File: config.mk
export PLATFORM = sky130hd
export DESIGN_NAME = sswd_top
export DESIGN_NICKNAME = d
export VERILOG_FILES = /design/src/logic/sswd_pkg.sv /design/src/logic/sswd_top.sv
export SDC_FILE = /design/constraint.sdc
export NUM_CORES = 1
export LEC_CHECK = 0
export ABC_AREA = 1
export BUFFER_PORTS_ARGS = -buffer_cell sky130_fd_sc_hd__buf_2
export CAP_MARGIN = 10
export CORE_MARGIN = 2
export CORE_UTILIZATION = 35
export DETAILED_ROUTE_END_ITERATION = 10
export GPL_ROUTABILITY_DRIVEN = 0
export PLACE_DENSITY = 0.53
export RECOVER_POWER = 50
export REMOVE_ABC_BUFFERS = 1
export SLEW_MARGIN = 20
export SYNTH_ARGS = -nofsm -noshare
export SYNTH_HDL_FRONTEND = slang
export SYNTH_SLANG_ARGS = --single-unit
File: constraint.sdc
create_clock -name clock_i -period 1.95 [get_ports clock_i]
set_input_delay 0.0975 -clock clock_i [delete_from_list [all_inputs] [get_ports clock_i]]
set_output_delay 0.0975 -clock clock_i [all_outputs]
set_load 0.05 [all_outputs]
File: src/logic/sswd_pkg.sv
package sswd_pkg;

  // ==========================================================
  // Time base
  localparam int unsigned CLK_MHZ   = 250;
  localparam int unsigned TICK_US   = 1;
  localparam int unsigned TICK_CYC  = CLK_MHZ * TICK_US;
  localparam logic [7:0]  TICK_LAST = 8'(TICK_CYC - 1);

  // ==========================================================
  // Times in microseconds or milliseconds, counted in ticks of TICK_US
  localparam int unsigned T_STARTUP_US = 300;
  localparam int unsigned T_CFG_EVAL_US = 381;
  localparam int unsigned T_WD_SETUP_US = 150;
  localparam int unsigned T_RST_MS      = 200;
  localparam int unsigned T_WD_OPEN_MS  = 1600;
  localparam int unsigned T_WD_PULL_MS  = 200;
  localparam int unsigned T_WD_CAP_MS   = 32;
  localparam logic [31:0] STARTUP_TICKS = 32'(T_STARTUP_US / TICK_US);
  localparam logic [31:0] CFG_TICKS     = 32'(T_CFG_EVAL_US / TICK_US);
  localparam logic [31:0] SETUP_TICKS   = 32'(T_WD_SETUP_US / TICK_US);
  localparam logic [31:0] RST_TICKS_DEF = 32'(T_RST_MS * 1000 / TICK_US);
  localparam logic [31:0] WD_OPEN_DEF   = 32'(T_WD_OPEN_MS * 1000 / TICK_US);
  localparam logic [31:0] WD_PULL_DEF   = 32'(T_WD_PULL_MS * 1000 / TICK_US);
  localparam logic [31:0] WD_CAP_DEF    = 32'(T_WD_CAP_MS * 1000 / TICK_US);

  // ==========================================================
  // Register map (byte addresses)
  localparam logic [7:0]  CTRL_OFS    = 8'h00;
  localparam logic [7:0]  STATUS_OFS  = 8'h04;
  localparam logic [7:0]  WDCNT_OFS   = 8'h08;
  localparam logic [31:0] CTRL_RST    = 32'h00000000;
  localparam int unsigned CTRL_SOFT_MR = 0;

  // ==========================================================
  // Timeout configuration pin classes
  typedef enum logic [1:0] {
    CFG_OPEN   = 2'h0,
    CFG_PULLUP = 2'h1,
    CFG_CAP    = 2'h2
  } sswd_cfg_e;

  typedef enum logic [3:0] {
    SUP_START = 4'b0001,
    SUP_HOLD  = 4'b0010,
    SUP_DELAY = 4'b0100,
    SUP_RUN   = 4'b1000
  } sswd_sup_e;

  typedef enum logic [3:0] {
    WD_OFF   = 4'b0001,
    WD_SETUP = 4'b0010,
    WD_RUN   = 4'b0100,
    WD_FAULT = 4'b1000
  } sswd_wd_e;

  typedef struct packed {
    logic      [3:0] wd_state;
    logic      [3:0] sup_state;
    sswd_cfg_e       cfg_class;
    logic            cfg_done;
    logic            strap;
    logic            supply_valid;
    logic            fault_active;
    logic            reset_active;
  } sswd_status_s;

endpackage

File: src/logic/sswd_top.sv
// Summary of operation
// - Hold reset for release delay, then release
// - Falling indication resets; rising indication revalidates
// - Reset stays high while supply fine
// - Manual reset low asserts system reset
// - Full release delay after manual reset rises
// - Below lockout level, reset driven low
// - Startup interval before reset follows supply
// - Only kick falling edge restarts timeout
// - Missed kick asserts watchdog fault low
// - Fault lasts exactly the release delay unless reset asserts first
// - Fault asserts only while reset released
// - Fault output released while reset asserted
// - Reset asserted disables watchdog, ignores kicks
// - Watchdog resumes after reset release
// - Strap low disables watchdog and kicks once any fault being shown has ended
// - Kicks ignored 150 us after enabling
// - Config pin classed open, pullup, capacitor
// - Config pin evaluated on each validation
// - Open pin gives 1600 ms timeout
// - Pulled-up pin gives 200 ms timeout
module sswd_top
  import sswd_pkg::*;
#(
  parameter logic [31:0] RST_TICKS  = RST_TICKS_DEF,
  parameter logic [31:0] WD_OPEN_TK = WD_OPEN_DEF,
  parameter logic [31:0] WD_PULL_TK = WD_PULL_DEF,
  parameter logic [31:0] WD_CAP_TK  = WD_CAP_DEF
)(
  // Clock, reset, enable
  input  wire logic        clock_i,
  input  wire logic        arst_n_i,
  input  wire logic        ce_i,
  // Supply indications
  input  wire logic        below_falling_threshold_i,
  input  wire logic        above_rising_hysteresis_i,
  input  wire logic        below_lockout_level_i,
  input  wire logic        supply_min_ok_i,
  // Host side pins
  input  wire logic        manual_reset_in_n_i,
  input  wire logic        watchdog_kick_in_i,
  input  wire logic        watchdog_enable_strap_i,
  input  wire logic [1:0]  timeout_config_pin_i,
  output logic             system_reset_n_o,
  output logic             system_reset_oe_o,
  output logic             watchdog_fault_out_n_o,
  output logic             watchdog_fault_oe_o,
  // AHB-Lite slave
  input  wire logic        hsel_i,
  input  wire logic [31:0] haddr_i,
  input  wire logic [1:0]  htrans_i,
  input  wire logic        hwrite_i,
  input  wire logic [2:0]  hsize_i,
  input  wire logic [31:0] hwdata_i,
  input  wire logic        hready_i,
  output logic [31:0]      hrdata_o,
  output logic             hreadyout_o,
  output logic             hresp_o
);

  // ==========================================================
  // Threshold synchronisers
  logic [1:0] fall_sync_ff;
  logic [1:0] rise_sync_ff;
  logic       fall_below;
  logic       rise_above;

  always_ff @(posedge clock_i or negedge arst_n_i)
  begin
    if (!arst_n_i)
    begin
      fall_sync_ff <= 2'h3;
      rise_sync_ff <= 2'h0;
    end
    else if (ce_i)
    begin
      fall_sync_ff <= {fall_sync_ff[0], below_falling_threshold_i};
      rise_sync_ff <= {rise_sync_ff[0], above_rising_hysteresis_i};
    end
  end

  assign fall_below = fall_sync_ff[1];
  assign rise_above = rise_sync_ff[1];

  // ==========================================================
  // Prescaler: one tick per microsecond
  logic [7:0] pre_cnt_ff;
  logic       tick;

  assign tick = (pre_cnt_ff == TICK_LAST);

  always_ff @(posedge clock_i or negedge arst_n_i)
  begin
    if (!arst_n_i)
      pre_cnt_ff <= 8'h00;
    else if (ce_i)
      pre_cnt_ff <= tick ? 8'h00 : pre_cnt_ff + 8'h01;
  end

  // ==========================================================
  // Register bus
  logic        ctrl_soft_mr_ff;
  logic        wr_pend_ff;
  logic [7:0]  wr_addr_ff;
  logic [31:0] rdata_ff;
  logic        addr_take;
  logic [31:0] rd_mux;
  logic        mr_active;

  sswd_status_s status;

  assign addr_take   = hsel_i && htrans_i[1] && hready_i;
  assign hreadyout_o = 1'b1;
  assign hresp_o     = 1'b0;
  assign hrdata_o    = rdata_ff;

  // ==========================================================
  // Supply supervisor state
  sswd_sup_e   sup_ff;
  sswd_sup_e   nxt_sup;
  logic [31:0] sup_cnt_ff;
  logic [31:0] nxt_sup_cnt;
  logic        valid_ff;
  logic        reset_active;
  logic        go_hold;

  // Software may pull reset just like the pin; the two are ORed
  assign mr_active    = !manual_reset_in_n_i || ctrl_soft_mr_ff;
  assign reset_active = (sup_ff != SUP_RUN);
  assign go_hold      = fall_below || below_lockout_level_i
                        || mr_active || !valid_ff;

  // Supply valid only after rising indication; lost on falling
  always_ff @(posedge clock_i or negedge arst_n_i)
  begin
    if (!arst_n_i)
      valid_ff <= 1'b0;
    else if (ce_i)
    begin
      if (fall_below || below_lockout_level_i)
        valid_ff <= 1'b0;
      else if (rise_above)
        valid_ff <= 1'b1;
    end
  end

  always_comb
  begin
    nxt_sup     = sup_ff;
    nxt_sup_cnt = sup_cnt_ff;
    case (sup_ff)
      SUP_START:
      begin
        if (!supply_min_ok_i)
          nxt_sup_cnt = 32'h00000000;
        else if (tick)
        begin
          if (sup_cnt_ff >= STARTUP_TICKS - 32'h00000001)
          begin
            nxt_sup     = SUP_HOLD;
            nxt_sup_cnt = 32'h00000000;
          end
          else
            nxt_sup_cnt = sup_cnt_ff + 32'h00000001;
        end
      end
      SUP_HOLD:
      begin
        nxt_sup_cnt = 32'h00000000;
        if (!go_hold)
          nxt_sup = SUP_DELAY;
      end
      SUP_DELAY:
      begin
        if (go_hold)
        begin
          nxt_sup     = SUP_HOLD;
          nxt_sup_cnt = 32'h00000000;
        end
        else if (tick)
        begin
          if (sup_cnt_ff >= RST_TICKS - 32'h00000001)
          begin
            nxt_sup     = SUP_RUN;
            nxt_sup_cnt = 32'h00000000;
          end
          else
            nxt_sup_cnt = sup_cnt_ff + 32'h00000001;
        end
      end
      SUP_RUN:
      begin
        if (go_hold)
          nxt_sup = SUP_HOLD;
      end
      default:
      begin
        nxt_sup     = SUP_START;
        nxt_sup_cnt = 32'h00000000;
      end
    endcase
    // Losing the minimum supply restarts the power-on interval
    if (!supply_min_ok_i)
    begin
      nxt_sup     = SUP_START;
      nxt_sup_cnt = 32'h00000000;
    end
  end

  always_ff @(posedge clock_i or negedge arst_n_i)
  begin
    if (!arst_n_i)
    begin
      sup_ff     <= SUP_START;
      sup_cnt_ff <= 32'h00000000;
    end
    else if (ce_i)
    begin
      sup_ff     <= nxt_sup;
      sup_cnt_ff <= nxt_sup_cnt;
    end
  end

  // ==========================================================
  // Timeout configuration evaluation
  logic        valid_d_ff;
  logic [31:0] cfg_cnt_ff;
  logic        cfg_busy_ff;
  logic        cfg_done_ff;
  sswd_cfg_e   cfg_class_ff;
  sswd_cfg_e   pin_class;
  logic [31:0] wd_limit;

  // An unknown code is treated as a capacitor, the user setting
  assign pin_class = (timeout_config_pin_i == 2'h0) ? CFG_OPEN
                   : (timeout_config_pin_i == 2'h1) ? CFG_PULLUP
                   : CFG_CAP;

  always_ff @(posedge clock_i or negedge arst_n_i)
  begin
    if (!arst_n_i)
    begin
      valid_d_ff   <= 1'b0;
      cfg_cnt_ff   <= 32'h00000000;
      cfg_busy_ff  <= 1'b0;
      cfg_done_ff  <= 1'b0;
      cfg_class_ff <= CFG_OPEN;
    end
    else if (ce_i)
    begin
      valid_d_ff <= valid_ff;
      if (!valid_ff)
      begin
        cfg_busy_ff <= 1'b0;
        cfg_done_ff <= 1'b0;
      end
      else if (!valid_d_ff)
      begin
        cfg_busy_ff <= 1'b1;
        cfg_done_ff <= 1'b0;
        cfg_cnt_ff  <= 32'h00000000;
      end
      else if (cfg_busy_ff && tick)
      begin
        if (cfg_cnt_ff >= CFG_TICKS - 32'h00000001)
        begin
          cfg_busy_ff  <= 1'b0;
          cfg_done_ff  <= 1'b1;
          cfg_class_ff <= pin_class;
        end
        else
          cfg_cnt_ff <= cfg_cnt_ff + 32'h00000001;
      end
    end
  end

  assign wd_limit = (cfg_class_ff == CFG_OPEN)   ? WD_OPEN_TK
                  : (cfg_class_ff == CFG_PULLUP) ? WD_PULL_TK
                  : WD_CAP_TK;

  // ==========================================================
  // Watchdog
  sswd_wd_e    wd_ff;
  sswd_wd_e    nxt_wd;
  logic [31:0] wd_cnt_ff;
  logic [31:0] nxt_wd_cnt;
  logic        kick_d_ff;
  logic        kick_fall;
  logic        wd_enable;

  assign kick_fall = kick_d_ff && !watchdog_kick_in_i;
  assign wd_enable = watchdog_enable_strap_i && cfg_done_ff;

  always_comb
  begin
    nxt_wd     = wd_ff;
    nxt_wd_cnt = wd_cnt_ff;
    case (wd_ff)
      WD_OFF:
      begin
        nxt_wd_cnt = 32'h00000000;
        if (wd_enable)
          nxt_wd = WD_SETUP;
      end
      WD_SETUP:
      begin
        if (!wd_enable)
          nxt_wd = WD_OFF;
        else if (tick)
        begin
          if (wd_cnt_ff >= SETUP_TICKS - 32'h00000001)
          begin
            nxt_wd     = WD_RUN;
            nxt_wd_cnt = 32'h00000000;
          end
          else
            nxt_wd_cnt = wd_cnt_ff + 32'h00000001;
        end
      end
      WD_RUN:
      begin
        if (!wd_enable)
          nxt_wd = WD_OFF;
        else if (kick_fall)
          nxt_wd_cnt = 32'h00000000;
        else if (tick)
        begin
          if (wd_cnt_ff >= wd_limit - 32'h00000001)
          begin
            nxt_wd     = WD_FAULT;
            nxt_wd_cnt = 32'h00000000;
          end
          else
            nxt_wd_cnt = wd_cnt_ff + 32'h00000001;
        end
      end
      WD_FAULT:
      begin
        // Kicks are ignored while the fault is shown
        if (tick)
        begin
          if (wd_cnt_ff >= RST_TICKS - 32'h00000001)
          begin
            nxt_wd     = WD_RUN;
            nxt_wd_cnt = 32'h00000000;
          end
          else
            nxt_wd_cnt = wd_cnt_ff + 32'h00000001;
        end
      end
      default:
      begin
        nxt_wd     = WD_OFF;
        nxt_wd_cnt = 32'h00000000;
      end
    endcase
    // System reset overrides everything the watchdog does
    if (nxt_sup != SUP_RUN)
    begin
      nxt_wd     = WD_OFF;
      nxt_wd_cnt = 32'h00000000;
    end
  end

  always_ff @(posedge clock_i or negedge arst_n_i)
  begin
    if (!arst_n_i)
    begin
      wd_ff     <= WD_OFF;
      wd_cnt_ff <= 32'h00000000;
      kick_d_ff <= 1'b0;
    end
    else if (ce_i)
    begin
      wd_ff     <= nxt_wd;
      wd_cnt_ff <= nxt_wd_cnt;
      kick_d_ff <= watchdog_kick_in_i;
    end
  end

  // ==========================================================
  // Open-drain outputs: enable high pulls the pin low
  logic rst_drive_ff;
  logic fault_drive_ff;

  always_ff @(posedge clock_i or negedge arst_n_i)
  begin
    if (!arst_n_i)
    begin
      rst_drive_ff   <= 1'b1;
      fault_drive_ff <= 1'b0;
    end
    else if (ce_i)
    begin
      rst_drive_ff   <= (nxt_sup != SUP_RUN);
      fault_drive_ff <= (nxt_wd == WD_FAULT);
    end
  end

  assign system_reset_n_o       = 1'b0;
  assign system_reset_oe_o      = rst_drive_ff;
  assign watchdog_fault_out_n_o = 1'b0;
  assign watchdog_fault_oe_o    = fault_drive_ff;

  // ==========================================================
  // Register access
  assign status.wd_state     = wd_ff;
  assign status.sup_state    = sup_ff;
  assign status.cfg_class    = cfg_class_ff;
  assign status.cfg_done     = cfg_done_ff;
  assign status.strap        = watchdog_enable_strap_i;
  assign status.supply_valid = valid_ff;
  assign status.fault_active = fault_drive_ff;
  assign status.reset_active = reset_active;

  // Unmapped offsets read as zero and ignore writes
  assign rd_mux = (haddr_i[7:0] == CTRL_OFS)
                    ? {31'h00000000, ctrl_soft_mr_ff}
                : (haddr_i[7:0] == STATUS_OFS)
                    ? {17'h00000, status}
                : (haddr_i[7:0] == WDCNT_OFS) ? wd_cnt_ff
                : 32'h00000000;

  always_ff @(posedge clock_i or negedge arst_n_i)
  begin
    if (!arst_n_i)
    begin
      wr_pend_ff      <= 1'b0;
      wr_addr_ff      <= 8'h00;
      rdata_ff        <= 32'h00000000;
      ctrl_soft_mr_ff <= CTRL_RST[CTRL_SOFT_MR];
    end
    else if (ce_i)
    begin
      wr_pend_ff <= addr_take && hwrite_i;
      wr_addr_ff <= haddr_i[7:0];
      if (addr_take && !hwrite_i)
        rdata_ff <= rd_mux;
      if (wr_pend_ff && (wr_addr_ff == CTRL_OFS))
        ctrl_soft_mr_ff <= hwdata_i[CTRL_SOFT_MR];
    end
  end

endmodule

## Word-level counts from Yosys, hierarchy flattened

Cells that the tools add are included.

| storage, ports and cells | value |
|---|---|
| register bits | 167 |
| latch bits | 0 |
| bits in writable memories | 0 |
| memory bits (read-only) | 0 |
| input bits | 84 |
| output and inout port bits | 38 |
| word-level logic and storage cells | 148 |
| memories kept | 0 |

| operators by class | value |
|---|---|
| add/sub/neg operators | 5 |
| multipliers | 0 |
| divide/modulo/power cells | 0 |
| $lt $le $gt $ge | 6 |
| equality and inequality tests | 28 |
| shift operators | 0 |
| multiplexer cells | 60 |
| bitwise operators | 0 |
| reduce and logical (&&, ||, !) cells | 29 |

Operators with widths:

| operator | count |
|---|---|
| two-way mux 32 bit | 22 |
| one-hot mux 32 bit (3 select lines) | 2 |
| adder 32 x 1 -> 32 bit (second input constant) | 3 |
| two-way mux 4 bit | 19 |
| greater-or-equal comparator 32 x 18 -> 1 bit (second input constant) | 2 |
| greater-or-equal comparator 32 x 9 -> 1 bit (second input constant) | 2 |
| greater-or-equal comparator 32 bit | 1 |
| greater-or-equal comparator 32 x 8 -> 1 bit (second input constant) | 1 |
| one-hot mux 4 bit (4 select lines) | 2 |
| subtractor 21 x 1 -> 22 bit (second input constant) | 1 |
| two-way mux 21 bit | 1 |
| two-way mux 18 bit | 1 |
| logical NOT 8 bit | 2 |
| inequality test 4 bit (second input constant) | 4 |
| inequality test 3 bit (second input constant) | 5 |
| == test 4 bit (second input constant) | 3 |
| two-way mux 1 bit | 10 |
| adder 8 x 1 -> 8 bit (second input constant) | 1 |
| == test 4 x 1 -> 1 bit (second input constant) | 2 |
| == test 4 x 2 -> 1 bit (second input constant) | 2 |
| == test 4 x 3 -> 1 bit (second input constant) | 2 |
| == test 8 x 3 -> 1 bit (second input constant) | 1 |
| == test 8 x 4 -> 1 bit (second input constant) | 1 |
| == test 8 bit (second input constant) | 1 |
| 16 further kinds | 37 |

## Longest topological paths before layout

Gate-level depths: netlist (run 1).

| depth | value |
|---|---|
| word-level depth | 12 |
| mapped depth | 16 |
| mapped depth without buffers | 16 |

## Worst setup path after synthesis (run 1)

Ideal clock, no wire load.

| path | value |
|---|---|
| path kind | register to register |
| start | register cfg_class_ff[1] |
| end | register wd_cnt_ff[6] |
| setup time | 0.113 ns |
| arrival | 1.735 ns |
| required time | 1.837 ns |
| path slack | 0.102 ns |
| stages on the path, launching flop included | 15 |
| path buffers | 1 |
| clock period less this slack | 1.848 ns |
| cells stage by stage | dfrtp_1 -> nor2_1 -> inv_1 -> ha_1 -> nand2_1 -> o21bai_1 -> a21oi_1 -> nor2_1 -> nand3_1 -> nand2_2 -> buf_6 -> nand3_1 -> nand2_1 -> nand2_1 -> inv_1 |

| on the way | value |
|---|---|
| word-level cells in the longest chain between the ends | 11 |
| elaborated cells on any way between the ends | 12 |
| those cells by class | 1 x add/sub; 1 x order compare; 1 x eq/ne; 8 x mux; 1 x reduce/logical |

RTL lines:

| what | RTL line | text |
|---|---|---|
| start: declaration | sswd_top.sv:230 | `sswd_cfg_e cfg_class_ff;` |
| start signal: assignment | sswd_top.sv:269 | `cfg_class_ff <= pin_class;` |
| == test 2 x 1 -> 1 bit | sswd_top.sv:278 | `: (cfg_class_ff == CFG_PULLUP) ? WD_PULL_TK` |
| two-way mux 18 bit | sswd_top.sv:278 |  |
| two-way mux 21 bit (*) | sswd_top.sv:277 | `assign wd_limit = (cfg_class_ff == CFG_OPEN) ? WD_OPEN_TK` |
| subtractor 21 x 1 -> 22 bit (*) | sswd_top.sv:328 | `if (wd_cnt_ff >= wd_limit - 32'h00000001)` |
| greater-or-equal comparator 32 bit (*) | sswd_top.sv:328 |  |
| two-way mux 32 bit (*) | sswd_top.sv:328 |  |
| two-way mux 32 bit (*) | sswd_top.sv:326 | `else if (tick)` |
| two-way mux 32 bit (*) | sswd_top.sv:324 | `else if (kick_fall)` |
| two-way mux 32 bit (*) | sswd_top.sv:322 | `if (!wd_enable)` |
| one-hot mux 32 bit (3 select lines) (*) | sswd_top.sv:298 | `case (wd_ff)` |
| two-way mux 32 bit (*) | sswd_top.sv:358 | `if (nxt_sup != SUP_RUN)` |
| end signal: assignment | sswd_top.sv:376 | `wd_cnt_ff <= nxt_wd_cnt;` |
| end: declaration | sswd_top.sv:285 | `logic [31:0] wd_cnt_ff;` |

Mark *: on every way between the ends. The rest lies on a longest branch, timed or not. The select of a mux whose other input is x is not followed.
A chain may end at the register's enable or synchronous reset.

## Worst setup path in the final report (run 1)

| path | value |
|---|---|
| start | register cfg_class_ff[1] |
| end | register wd_cnt_ff[1] |

The elaborated chain is that of the path after synthesis.

==> results.env, run 1 <==
MIN_TCLK_POST_ROUTE_NS=2.058
CTS_ROOT_BUFFER='clkbuf_16'
WORSTHOLDENDPOINT='wr_pend_ff'
GRT_OVERFLOW_TOTAL=0
DIE_X_UM=164.2
MAX_FREQ_MHz=486.0
WORST-ENDPOINT-REQUIRED_NS=2.31
MAX_STAGE_DELAY_NS=0.46
FIN_NETS=1433
ANTENNA-DIODE-COUNT=0
DRT.ANTENNA.VIOLATING_NETS=0
HPWL_UM=16350
DRC_VIOLATION_COUNT_AFTER_ROUTING=0
WL_PER_CELL_UM=14.00
SYNTH.MOST_COMMON_CELL='nand2_1'
MAX_CAP_VIOL=0
FINAL_LAYOUT_SIZE_SUFFIX_GT1_SHARE_PCT=23.90
NETLIST_TOP_CELLS_AREA='dfrtp_1 45%, nand2_1 11%, inv_1 7.1%'
PLACEMENT.IO_BUFFERS=58
AREA_GROWTH_SYN_TO_LAYOUT_PCT=28.97
YOSYS_WARNINGS=0
CRIT-REG2REG-LAUNCH='cfg_class_ff[1]'
CRITICAL_PATH.ENDPOINT_TYPE='register'
MIN_FROM='htrans_i[1]'
MAXSLEWHEADROOM_PCT=46.85
TIMING.FINAL.MAX_SLEW_VIOLATIONS=0
VIAS=7832
SYNTH_CELL_TYPE_COUNT=43
HTREE_LEVELS=4
PATH_DELAY_FAMILY='simple AND/OR/NAND/NOR gates'
RSZ0062_AT_GRT='yes'
SYNTH_ENABLE_FLOP_CELLS=0
WORST-R2R-SETUP-SLACK_NS=-0.11
FIN_CRIT_SH_PCT=105.5
ARRIVAL_TIME_REPORTED_FOR_THE_CRITICAL_PATH_ENDPOINT_NS=2.42
ROUTED_WIRE_LENGTH_UM=23430
POWER.IR.VDD_WORST_mV=0.4473
WORSTPATHBUFFERINVERTERCOUNT=2
SYNTH.AVG_CELL_AREA_SQ_UM=7.748
TIMING.CRITICAL_PATH.CELLS='nor2_4 -> inv_2 -> ha_4 -> nand2_4 -> o21bai_1 -> a21oi_1 -> nor2_1 -> nand3_2 -> nand2_4 -> inv_4 -> nor2_4 -> nand3_2 -> nand2_1'
CLOCK_PATH_BUFFERS=2
TIMING.REG2REG.WORST_PATH_DEPTH=13
WORST_PIN_SLEW_NS=0.7973
TRITONCTS='built'
POST-SYNTH-TOP-AREA-CELL='dfrtp_1'
POST_DRT_VIA_CELL_RATIO=4.681
VIAS_IN_THE_FIRST_GLOBAL_ROUTE=7350
NETLIST_INSTANCES=1159
WORSTHOLDPATHCELLS=5
CRIT_REG_REG_ENDPOINT='wd_cnt_ff[1]'
YS_SEQ_AREA_SHARE_PCT=46.61
STD_CELL_ROWS=58
OUTCOME='finished with violations'
TRITONCTS_NUM_SINKS=167
STATIC_LEAKAGE_nW=5.770
DRT-PASS1-ITER-COUNT=5
WORST_PATH_FANOUT_MAX=5
ANTENNA_VIOLATIONS_BEFORE_REPAIR=0
INSERTED_CLOCK_BUFFERS=17
FLOORPLAN.IO_PINS=122
HOLD_PATH_CLASS='input port to register'
NUM-FILL-CELLS=2521
FLOORPLAN.CORE_AREA_SQ_UM=25180
TIMING.FINAL.HOLD_VIOLATIONS=0
CP-START-KIND='register'
FAILED_CHECKS='negative setup slack'
POST_SYNTH_MOST_FREQUENT_CELLS='267 x nand2_1, 170 x inv_1, 162 x dfrtp_1, 138 x nor2_1, 110 x nand3_1'
SETUP_VIOL_COUNT_FINAL=21
SYNTH_FF_TYPE='dfrtp_1'
POSTLAYOUTSETUPSLACKWORST_NS=-0.1075
GRT_FIRST_PASS_WIRELENGTH_UM=37450
SYN_AREA_SQ_UM=8980
TOTALPOWERFINAL_mW=8.035
CRIT_TYPE='register to register'
LARGEST_NET_DEGREE_AT_THE_START_OF_GLOBAL_ROUTING=56
GLOBALROUTETOTALUTIL_PCT=17.54
YS_SEQ_ELEMENTS=167
FLOORPLAN.DIE.HEIGHT_UM=164.2
FINAL_UTIL_PCT=45.99
DESIGN.DIE.AREA_SQ_UM=26950
PATH_CLK_SLEW_NS=0.06
POWERDENSITY_nW_PER_UM2=693.8
INSERTION_DELAY_NS=0.43
FINCLKSKEW_NS=0.01225
NETLIST.AREA_LEADER.SHARE_PCT=45.14
SYNTH_ASYNC_SR_FLOP_SHARE_PCT=100.0
START_UTIL_PCT=35.66
MAX_STAGE_DELAY_CELL_WORST_PATH='dfrtp_2'
INITIALDRTVIOLATIONCOUNT=583
power breakdown:
group,internal (mW),total (mW),switching (mW)
Clock,1.84,3.30,1.46
Combinational,0.373,1.01,0.641
Sequential,3.62,3.72,0.102
per-layer routing:
metal	part of all wire (%)	GRT usage, %
met1	50	24.57
met2	46	28.34
met3	3.2	3.030
met4	1.1	3.987
met5	0	0
layout by cell type (no fill, tap or decap), types with 26 or more instances in the layout:
cell type  instances
nor2_1           129
a21oi_1           26
buf_4             98
nand2_1          254
dfrtp_1          157
buf_2             57
nand3_1           91
inv_1            166
o21ai_0           37
xor2_1            35
final cells by class:
class	instances	area (sq um)	share of cell area [%]
Tap cell	330	412.9	3.565
Clock inverter	12	118.9	1.026
Clock buffer	20	456.7	3.943
Sequential cell	167	4192	36.19
Timing Repair Buffer	187	1410	12.18
Multi-Input combinational cell	774	4295	37.09
Inverter	183	695.7	6.007
registers in the layout, summed over array words and instances (netlist names), 2 cells and up:
register	cells
cfg_class_ff	2
cfg_cnt_ff	32
fall_sync_ff	2
hrdata_o	32
pre_cnt_ff	8
rise_sync_ff	2
sup_cnt_ff	32
sup_ff	4
wd_cnt_ff	32
wd_ff	4
wr_addr_ff	8
how the worst max path moves through the flow:
| stage | from | endpoint | slack [ns] | depth (start not counted) |
|---|---|---|---|---|
| 5_1_grt | cfg_class_ff[1] | wd_cnt_ff[1] | -0.24 | 13 |
| 4_1_cts | cfg_class_ff[1] | wd_cnt_ff[21] | -0.08 | 15 |
| 3_3_place_gp | cfg_class_ff[1] | wd_cnt_ff[5] | -0.12 | 14 |
| 2_1_floorplan | haddr_i[1] | hrdata_o[0] | -0.17 | 7 |
| 6_report | cfg_class_ff[1] | wd_cnt_ff[1] | -0.11 | 13 |
| 3_5_place_dp | cfg_class_ff[0] | wd_cnt_ff[1] | -0.16 | 14 |
worst min-delay path: cells and delay by family:
family / cells / cell delay [ns]
buffers and inverters: 1 / 0.09
AOI/OAI and AO/OA: 1 / 0.07
and+or+nand+nor: 3 / 0.15
kinds of logic after synthesis:
family                     after synthesis  synth area share (%)
and+or+nand+nor                        597                 29.43
buffers and inverters                  224                 10.09
DFF                                    167                 46.61
AOI/OAI and AO/OA                      111                 7.343
xor gates and xnor gates                39                 3.804
adders and majority gates               19                 2.647
other                                    2               0.08363
through the flow:
step / setup WS (ns) / area (sq um) / hold slack, ns / TNS (ns) / instances
floorplan: -0.1681 / 8773 / -0.1981 / -4.120 / 1121
global route: -0.2391 / 11580 / 0.07632 / -5.221 / 1673
finish: -0.1075 / 11580 / 0.02893 / -1.066 / 1673
CTS: -0.07880 / 11230 / 0.02273 / -1.035 / 1664
global placement: -0.1162 / 10300 / 0.0008485 / -1.940 / 1609
detailed placement: -0.1642 / 10300 / -0.003425 / -2.511 / 1609
timing repair:
item / CTS / global route
setup endpoints to repair: 27 / 86
gates resized for setup: 26 / 71
cloned: 1 / 5
buffers inserted: 4 / 4
hold buffers: 18 / 0
hold endpoints to repair: 179 / 0
pin swaps: 10 / 23
Power figures use the tool's default switching activity.
==> run 2, diff against run 1 <==
--- a/config.mk
+++ b/config.mk
@@ -6,13 +6,13 @@
 export NUM_CORES = 1
 export LEC_CHECK = 0
 export ABC_AREA = 1
-export BUFFER_PORTS_ARGS = -buffer_cell sky130_fd_sc_hd__buf_2
 export CAP_MARGIN = 10
 export CORE_MARGIN = 2
 export CORE_UTILIZATION = 35
 export DETAILED_ROUTE_END_ITERATION = 10
+export DONT_BUFFER_PORTS = 1
 export GPL_ROUTABILITY_DRIVEN = 0
-export PLACE_DENSITY = 0.53
+export PLACE_DENSITY = 0.49
 export RECOVER_POWER = 50
 export REMOVE_ABC_BUFFERS = 1
 export SLEW_MARGIN = 20
==> run 2 against run 1 <==
The flow finishes with violations (negative hold slack, negative setup slack). Critical path depth grew 2. Die area did not move. Critical endpoint is now wd_cnt_ff[0]. First-iteration DRC count is 12% lower. Routed wire length grew 2.9%.
==> results.env, run 2 (synthesized netlist as in run 1, its figures left out) <==
CELL_INTERNAL_PWR_mW=5.743  # was 5.836 mW
CLOCK_PATH_BUFFERS=2  # unchanged
INSERTED_CLOCK_BUFFERS=17  # unchanged
FINAL_DESIGN_AREA_NO_FILL_SQ_UM=11400  # was 11580 sq um
PLACEDCELLCOUNT=1535  # was 1609
MAX_FREQ_MHz=480.2  # was 486.0 MHz
TOTALPOWERFINAL_mW=8.052  # was 8.035 mW
MAX_CAP_VIOL=0  # unchanged
CRITICAL_PATH.ENDPOINT_TYPE='register'  # unchanged
POWER_FRAC_SEQ_PCT=46.5  # was 46.3%
PLACE_WS_NS=-0.2450  # was -0.1642 ns
PATH_DELAY_FAMILY='simple AND/OR/NAND/NOR gates'  # unchanged
FIN_CRIT_SH_PCT=106.8  # was 105.5%
LAYOUT.CELLS.MOST_COMMON='nand2_1'  # unchanged
TIMING.FINAL.MAX_SLEW_VIOLATIONS=0  # unchanged
WORST_PATH_FANOUT_MAX=11  # was 5
PLACEMENT.IO_BUFFERS=0  # was 58
POWER.IR.VDD_WORST_mV=0.4953  # was 0.4473 mV
COMB_POWER_SHARE_PCT=11.3  # was 12.6%
DIE_X_UM=164.2  # unchanged
FINAL_CELLS=1612  # was 1673
DRT.ANTENNA.VIOLATING_NETS=0  # unchanged
HTREE_LEVELS=4  # unchanged
POSTLAYOUTSETUPSLACKWORST_NS=-0.1324  # was -0.1075 ns
FAILED_CHECKS='negative hold slack, negative setup slack'  # was negative setup slack
GRT_FIRST_PASS_WIRELENGTH_UM=38230  # was 37450 um
ANTENNA_VIOLATIONS_BEFORE_REPAIR=0  # unchanged
DRT-PASS1-ITER-COUNT=6  # was 5
TRITONCTS_NUM_SINKS=167  # unchanged
FLOORPLAN.CORE_AREA_SQ_UM=25180  # unchanged
ANTENNA-DIODE-COUNT=0  # unchanged
PLACEMENT.CELL_AREA_SQ_UM=9898  # was 10300 sq um
TIMING.CRITICAL_PATH.CELLS='nor2_4 -> buf_6 -> inv_4 -> ha_4 -> nand2_2 -> o21bai_1 -> a21oi_2 -> nor2_2 -> nand3_1 -> nand2_2 -> buf_6 -> nand3_1 -> nand2_1 -> nand2_1 -> inv_1'  # was nor2_4 -> inv_2 -> ha_4 -> nand2_4 -> o21bai_1 -> a21oi_1 -> nor2_1 -> nand3_2 -> nand2_4 -> inv_4 -> nor2_4 -> nand3_2 -> nand2_1
MAXSLEWHEADROOM_PCT=41.88  # was 46.85%
INSERTION_DELAY_NS=0.44  # was 0.43 ns
FINCLKSKEW_NS=0.01605  # was 0.01225 ns
STD_CELL_ROWS=58  # unchanged
SWITCHING_PART_OF_THE_TOTAL_POWER_PCT=28.67  # was 27.37%
START_UTIL_PCT=35.66  # unchanged
MAX_STAGE_DELAY_NS=0.44  # was 0.46 ns
ROUTED_WIRE_LENGTH_UM=24110  # was 23430 um
FLOORPLAN.DIE.HEIGHT_UM=164.2  # unchanged
NUM-FILL-CELLS=2512  # was 2521
FIN_NETS=1372  # was 1433
POWERDENSITY_nW_PER_UM2=706.5  # was 693.8 nW/um^2
ARRIVAL_TIME_REPORTED_FOR_THE_CRITICAL_PATH_ENDPOINT_NS=2.42  # about the same
WORST_PIN_SLEW_NS=0.8689  # was 0.7973 ns
GLOBALROUTETOTALUTIL_PCT=17.94  # was 17.54%
WL_PER_CELL_UM=14.95  # was 14.00 um
TRITONCTS='built'  # unchanged
CRIT_TYPE='register to register'  # unchanged
CP-START-KIND='register'  # unchanged
HPWL_UM=15790  # was 16350 um
VIAS=7752  # was 7832
INITIALDRTVIOLATIONCOUNT=513  # was 583
FINAL_LAYOUT_SIZE_SUFFIX_GT1_SHARE_PCT=19.89  # was 23.90%
TIMING.SETUP.TNS_NS=-2.529  # was -1.066 ns
LARGEST_NET_DEGREE_AT_THE_START_OF_GLOBAL_ROUTING=168  # was 56
TIMING.FINAL.HOLD_VIOLATIONS=168  # was 0
SWITCHINGPOWER_mW=2.309  # was 2.199 mW
POST_DRT_VIA_CELL_RATIO=4.809  # was 4.681
P_CLK_SHARE_PCT=42.1  # was 41.1%
AREA_GROWTH_SYN_TO_LAYOUT_PCT=26.91  # was 28.97%
WORSTPATHBUFFERINVERTERCOUNT=4  # was 2
HOLD_SLACK_NS=-0.6468  # was 0.02893 ns
OUTCOME='finished with violations'  # unchanged
PATH_CLK_SLEW_NS=0.08  # was 0.06 ns
CTS_ROOT_BUFFER='clkbuf_16'  # unchanged
MIN_TCLK_POST_ROUTE_NS=2.082  # was 2.058 ns
STATIC_LEAKAGE_nW=5.537  # was 5.770 nW
WORST-ENDPOINT-REQUIRED_NS=2.28  # was 2.31 ns
MAX_STAGE_DELAY_CELL_WORST_PATH='dfrtp_2'  # unchanged
MOSTFREQUENTLAYOUTCELLS='261 x nand2_1, 166 x inv_1, 158 x dfrtp_1'  # was 254 x nand2_1, 166 x inv_1, 157 x dfrtp_1
DRC_VIOLATION_COUNT_AFTER_ROUTING=0  # unchanged
FINAL_UTIL_PCT=45.25  # was 45.99%
SETUP_VIOL_COUNT_FINAL=25  # was 21
VIAS_IN_THE_FIRST_GLOBAL_ROUTE=7477  # was 7350
HOLD_PATH_CLASS='input port to async pin'  # was input port to register
FLOORPLAN.IO_PINS=122  # unchanged
RSZ0062_AT_GRT='yes'  # unchanged
DESIGN.DIE.AREA_SQ_UM=26950  # unchanged
GRT_OVERFLOW_TOTAL=0  # unchanged
-- run 2: changes by cell type in the layout (fill, tap and decap cells not counted), moves of 6 or more --
| cell | delta |
|---|---|
| buf_4 | -12 |
| nor2_1 | -12 |
| nand2_1 | +7 |
| nand3_1 | +8 |
| buf_2 | -57 |
| nor2_4 | +7 |
| buf_6 | +6 |
| nand3_2 | -7 |
-- run 2: area by class of cell --
| type | count | area, sq um | area share, % |
|---|---|---|---|
| Tap cell | 330 | 412.9 | 3.623 |
| Multi-Input combinational cell | 772 | 4299 | 37.73 |
| Sequential cell | 167 | 4190 | 36.77 |
| Timing Repair Buffer | 128 | 1202 | 10.55 |
| Clock inverter | 14 | 152.6 | 1.339 |
| Inverter | 183 | 699.4 | 6.137 |
| Clock buffer | 18 | 439.2 | 3.854 |
-- run 2: worst register-to-register path, cell delays in order (launching register included) --
cell	delay, ns
dfrtp_2	0.44
nor2_4	0.16
buf_6	0.12
inv_4	0.03
ha_4	0.26
nand2_2	0.05
o21bai_1	0.17
a21oi_2	0.13
nor2_2	0.06
nand3_1	0.09
nand2_2	0.09
buf_6	0.16
nand3_1	0.09
nand2_1	0.05
nand2_1	0.05
inv_1	0.03
-- run 2: final timing paths --
| kind | from | end | slack, ns | cells past startpoint |
|---|---|---|---|---|
| max | cfg_class_ff[0] | wd_cnt_ff[0] | -0.13 | 15 |
| min in group clock_i | ce_i | wd_ff[0] | 0 | 4 |
| min | arst_n_i | sup_cnt_ff[9] | -0.65 | 0 |
| max reg2reg | cfg_class_ff[0] | wd_cnt_ff[0] | -0.13 | 15 |
| max in group asynchronous | arst_n_i | fall_sync_ff[1] | 2.24 | 0 |
| min reg2reg | wr_addr_ff[4] | wr_addr_ff[4] | 0.48 | 2 |
-- run 2: what timing repair did --
item | in CTS | in global routing
pin swaps | 18 | 15
setup buffers | 5 | 11
cloned | 1 | 5
endpoints found under the setup margin | 36 | 97
endpoints found under the hold margin | 201 | 170
hold buffers | 21 | 2
gates resized for setup | 29 | 73
-- run 2: power groups by stage --
stage / sequential [mW] / clock, mW / combinational [mW]
2_1_floorplan: 3.79 / 0 / 0.480
3_3_place_gp: 3.81 / 0 / 0.730
3_5_place_dp: 3.81 / 0 / 0.735
4_1_cts: 3.74 / 3.50 / 0.805
5_1_grt: 3.77 / 3.64 / 1.03
6_report: 3.75 / 3.39 / 0.911
-- run 2: layer usage --
metal / GRT usage, % / part of all wire [%] / vias to the layer above
li1: - / - / 3873
met1: 25.00 / 48 / 3668
met2: 28.03 / 45 / 176
met3: 3.687 / 4.8 / 35
met4: 5.423 / 1.9 / 0
met5: 0 / 0 / -
==> run 3, diff against run 2 <==
--- a/config.mk
+++ b/config.mk
@@ -15,6 +15,7 @@
 export PLACE_DENSITY = 0.49
 export RECOVER_POWER = 50
 export REMOVE_ABC_BUFFERS = 1
+export SKIP_LAST_GASP = 1
 export SLEW_MARGIN = 20
 export SYNTH_ARGS = -nofsm -noshare
 export SYNTH_HDL_FRONTEND = slang
==> run 3 against run 2 <==
The run still ends with negative hold slack, negative setup slack left. Count of clock-buffer cells in the layout did not move. Maximum frequency fell by 0.48%. Routed wire length fell by 0.61%. Sequential power barely moved.
==> results.env, run 3 (synthesized netlist as in run 1, its figures left out) <==
OUTCOME='finished with violations'  # unchanged
FAILED_CHECKS='negative hold slack, negative setup slack'  # unchanged
PLACEDCELLCOUNT=1535  # unchanged
CP-START-KIND='register'  # unchanged
WORST_PATH_FANOUT_MAX=5  # was 11
CTS_ROOT_BUFFER='clkbuf_16'  # unchanged
FIN_CRIT_SH_PCT=107.3  # was 106.8%
WL_PER_CELL_UM=14.87  # was 14.95 um
START_UTIL_PCT=35.66  # unchanged
MAX_CAP_VIOL=0  # unchanged
POWER.IR.VDD_WORST_mV=0.4952  # was 0.4953 mV
LAYOUT.CELLS.MOST_COMMON='nand2_1'  # unchanged
FINAL_LAYOUT_SIZE_SUFFIX_GT1_SHARE_PCT=19.67  # was 19.89%
FINAL_CELLS=1611  # was 1612
GRT_FIRST_PASS_WIRELENGTH_UM=38230  # unchanged
CLOCK_PATH_BUFFERS=2  # unchanged
TIMING.REG2REG.WORST_PATH_DEPTH=13  # was 15
DIE_X_UM=164.2  # unchanged
CP-STARTPOINT='cfg_class_ff[0]'  # unchanged
TRITONCTS_NUM_SINKS=167  # unchanged
POST_DRT_VIA_CELL_RATIO=4.767  # was 4.809
INSERTION_DELAY_NS=0.44  # about the same
ARRIVAL_TIME_REPORTED_FOR_THE_CRITICAL_PATH_ENDPOINT_NS=2.47  # was 2.42 ns
GLOBALROUTETOTALUTIL_PCT=17.94  # unchanged
DRT-PASS1-ITER-COUNT=5  # was 6
PATH_CLK_SLEW_NS=0.07  # was 0.08 ns
PLACE_WS_NS=-0.2450  # unchanged
FIN_NETS=1371  # was 1372
WORST_PIN_SLEW_NS=0.8330  # was 0.8689 ns
POWERDENSITY_nW_PER_UM2=707.6  # was 706.5 nW/um^2
LARGEST_NET_DEGREE_AT_THE_START_OF_GLOBAL_ROUTING=168  # unchanged
SETUP.WORST_PATH.END='wd_cnt_ff[5]'  # was wd_cnt_ff[0]
MIN_TCLK_POST_ROUTE_NS=2.092  # was 2.082 ns
MOSTFREQUENTLAYOUTCELLS='261 x nand2_1, 166 x inv_1, 158 x dfrtp_1'  # unchanged
PLACEMENT.CELL_AREA_SQ_UM=9898  # unchanged
WORST-ENDPOINT-REQUIRED_NS=2.32  # was 2.28 ns
HTREE_LEVELS=4  # unchanged
INITIALDRTVIOLATIONCOUNT=518  # was 513
MAXSLEWHEADROOM_PCT=44.29  # was 41.88%
GRT_OVERFLOW_TOTAL=0  # unchanged
AREA_GROWTH_SYN_TO_LAYOUT_PCT=26.57  # was 26.91%
FINAL_UTIL_PCT=45.14  # was 45.25%
DESIGN.DIE.AREA_SQ_UM=26950  # unchanged
ROUTED_WIRE_LENGTH_UM=23960  # was 24110 um
HOLD_SLACK_NS=-0.6420  # was -0.6468 ns
FLOORPLAN.CORE_AREA_SQ_UM=25180  # unchanged
TIMING.FINAL.MAX_SLEW_VIOLATIONS=0  # unchanged
FLOORPLAN.DIE.HEIGHT_UM=164.2  # unchanged
CRIT_REG_REG_ENDPOINT='wd_cnt_ff[5]'  # was wd_cnt_ff[0]
TIMING.FINAL.HOLD_VIOLATIONS=168  # unchanged
SETUP_VIOL_COUNT_FINAL=25  # unchanged
INSERTED_CLOCK_BUFFERS=17  # unchanged
CRIT-REG2REG-LAUNCH='cfg_class_ff[0]'  # unchanged
TRITONCTS='built'  # unchanged
FINAL_DESIGN_AREA_NO_FILL_SQ_UM=11370  # was 11400 sq um
HOLD_PATH_CLASS='input port to async pin'  # unchanged
PLACEMENT.IO_BUFFERS=0  # unchanged
RSZ0062_AT_GRT='yes'  # unchanged
VIAS_IN_THE_FIRST_GLOBAL_ROUTE=7479  # was 7477
ANTENNA-DIODE-COUNT=0  # unchanged
STATIC_LEAKAGE_nW=5.533  # was 5.537 nW
MAX_FREQ_MHz=477.9  # was 480.2 MHz
FLOORPLAN.IO_PINS=122  # unchanged
VIAS=7680  # was 7752
CRITICAL_PATH.ENDPOINT_TYPE='register'  # unchanged
STD_CELL_ROWS=58  # unchanged
DRT.ANTENNA.VIOLATING_NETS=0  # unchanged
DRC_VIOLATION_COUNT_AFTER_ROUTING=0  # unchanged
ANTENNA_VIOLATIONS_BEFORE_REPAIR=0  # unchanged
HPWL_UM=15790  # unchanged
POSTLAYOUTSETUPSLACKWORST_NS=-0.1425  # was -0.1324 ns
CRIT_TYPE='register to register'  # unchanged
FINCLKSKEW_NS=0.01616  # was 0.01605 ns
WORST-R2R-SETUP-SLACK_NS=-0.14  # was -0.13 ns
run 3: worst min path at each step:
| stage | slack [ns] | cells after the start | endpoint |
|---|---|---|---|
| after global placement | -0.19 | 0 | hrdata_o[29] |
| after detailed placement | -0.19 | 0 | hrdata_o[29] |
| after CTS | -0.66 | 0 | hrdata_o[29] |
| after global routing | -0.67 | 0 | hrdata_o[31] |
| after floorplan | -0.20 | 0 | cfg_busy_ff |
| final | -0.64 | 0 | hrdata_o[29] |
run 3: layout make-up:
class,count,area [sq um]
Fill cell,2517,13820
Multi-Input combinational cell,772,4279
Sequential cell,167,4190
Timing Repair Buffer,127,1192
Inverter,183,699.4
Clock buffer,18,439.2
Tap cell,330,412.9
Clock inverter,14,152.6
run 3: per-stage QoR:
stage               total power, mW  hold slack (ns)  setup TNS [ns]
finish                        8.043          -0.6420          -2.756
detailed placement            4.541          -0.1880          -5.346
global placement              4.535          -0.1895          -4.206
global route                  8.428          -0.6656          -7.793
CTS                           8.045          -0.6620          -2.853
floorplan                     4.270          -0.1981          -4.120
run 3: where the power goes:
group,internal [mW],leakage (nW),switching (mW)
Clock,1.75,0.284,1.64
Combinational,0.380,3.00,0.526
Sequential,3.62,2.25,0.132
Total,5.74,5.53,2.30
run 3: worst max-delay path, stage by stage (launching register included):
cell and delay (ns):
dfrtp_2 0.44, nor2_4 0.16, buf_6 0.12, inv_4 0.03
ha_4 0.21, a21oi_1 0.19, a21oi_2 0.08, nor2_2 0.12
nand3_1 0.11, nand2_2 0.12, inv_4 0.06, nor2_4 0.23
nand3_2 0.10, nand2_1 0.06
run 3: layer usage:
| layer | wire, um | global-route usage [%] | vias up |
|---|---|---|---|
| li1 | - | - | 3864 |
| met4 | 456 | 5.423 | 0 |
| met3 | 1186 | 3.687 | 39 |
| met1 | 11450 | 25.00 | 3614 |
| met5 | 0 | 0 | - |
| met2 | 10860 | 28.03 | 163 |
run 3: timing repair:
action	4_1_cts	5_1_grt
setup endpoints to repair	36	97
buffers inserted	5	11
endpoints found under the hold margin	201	170
cloned	1	5
pin swaps	18	15
gates resized for setup	29	66
hold buffers	21	1
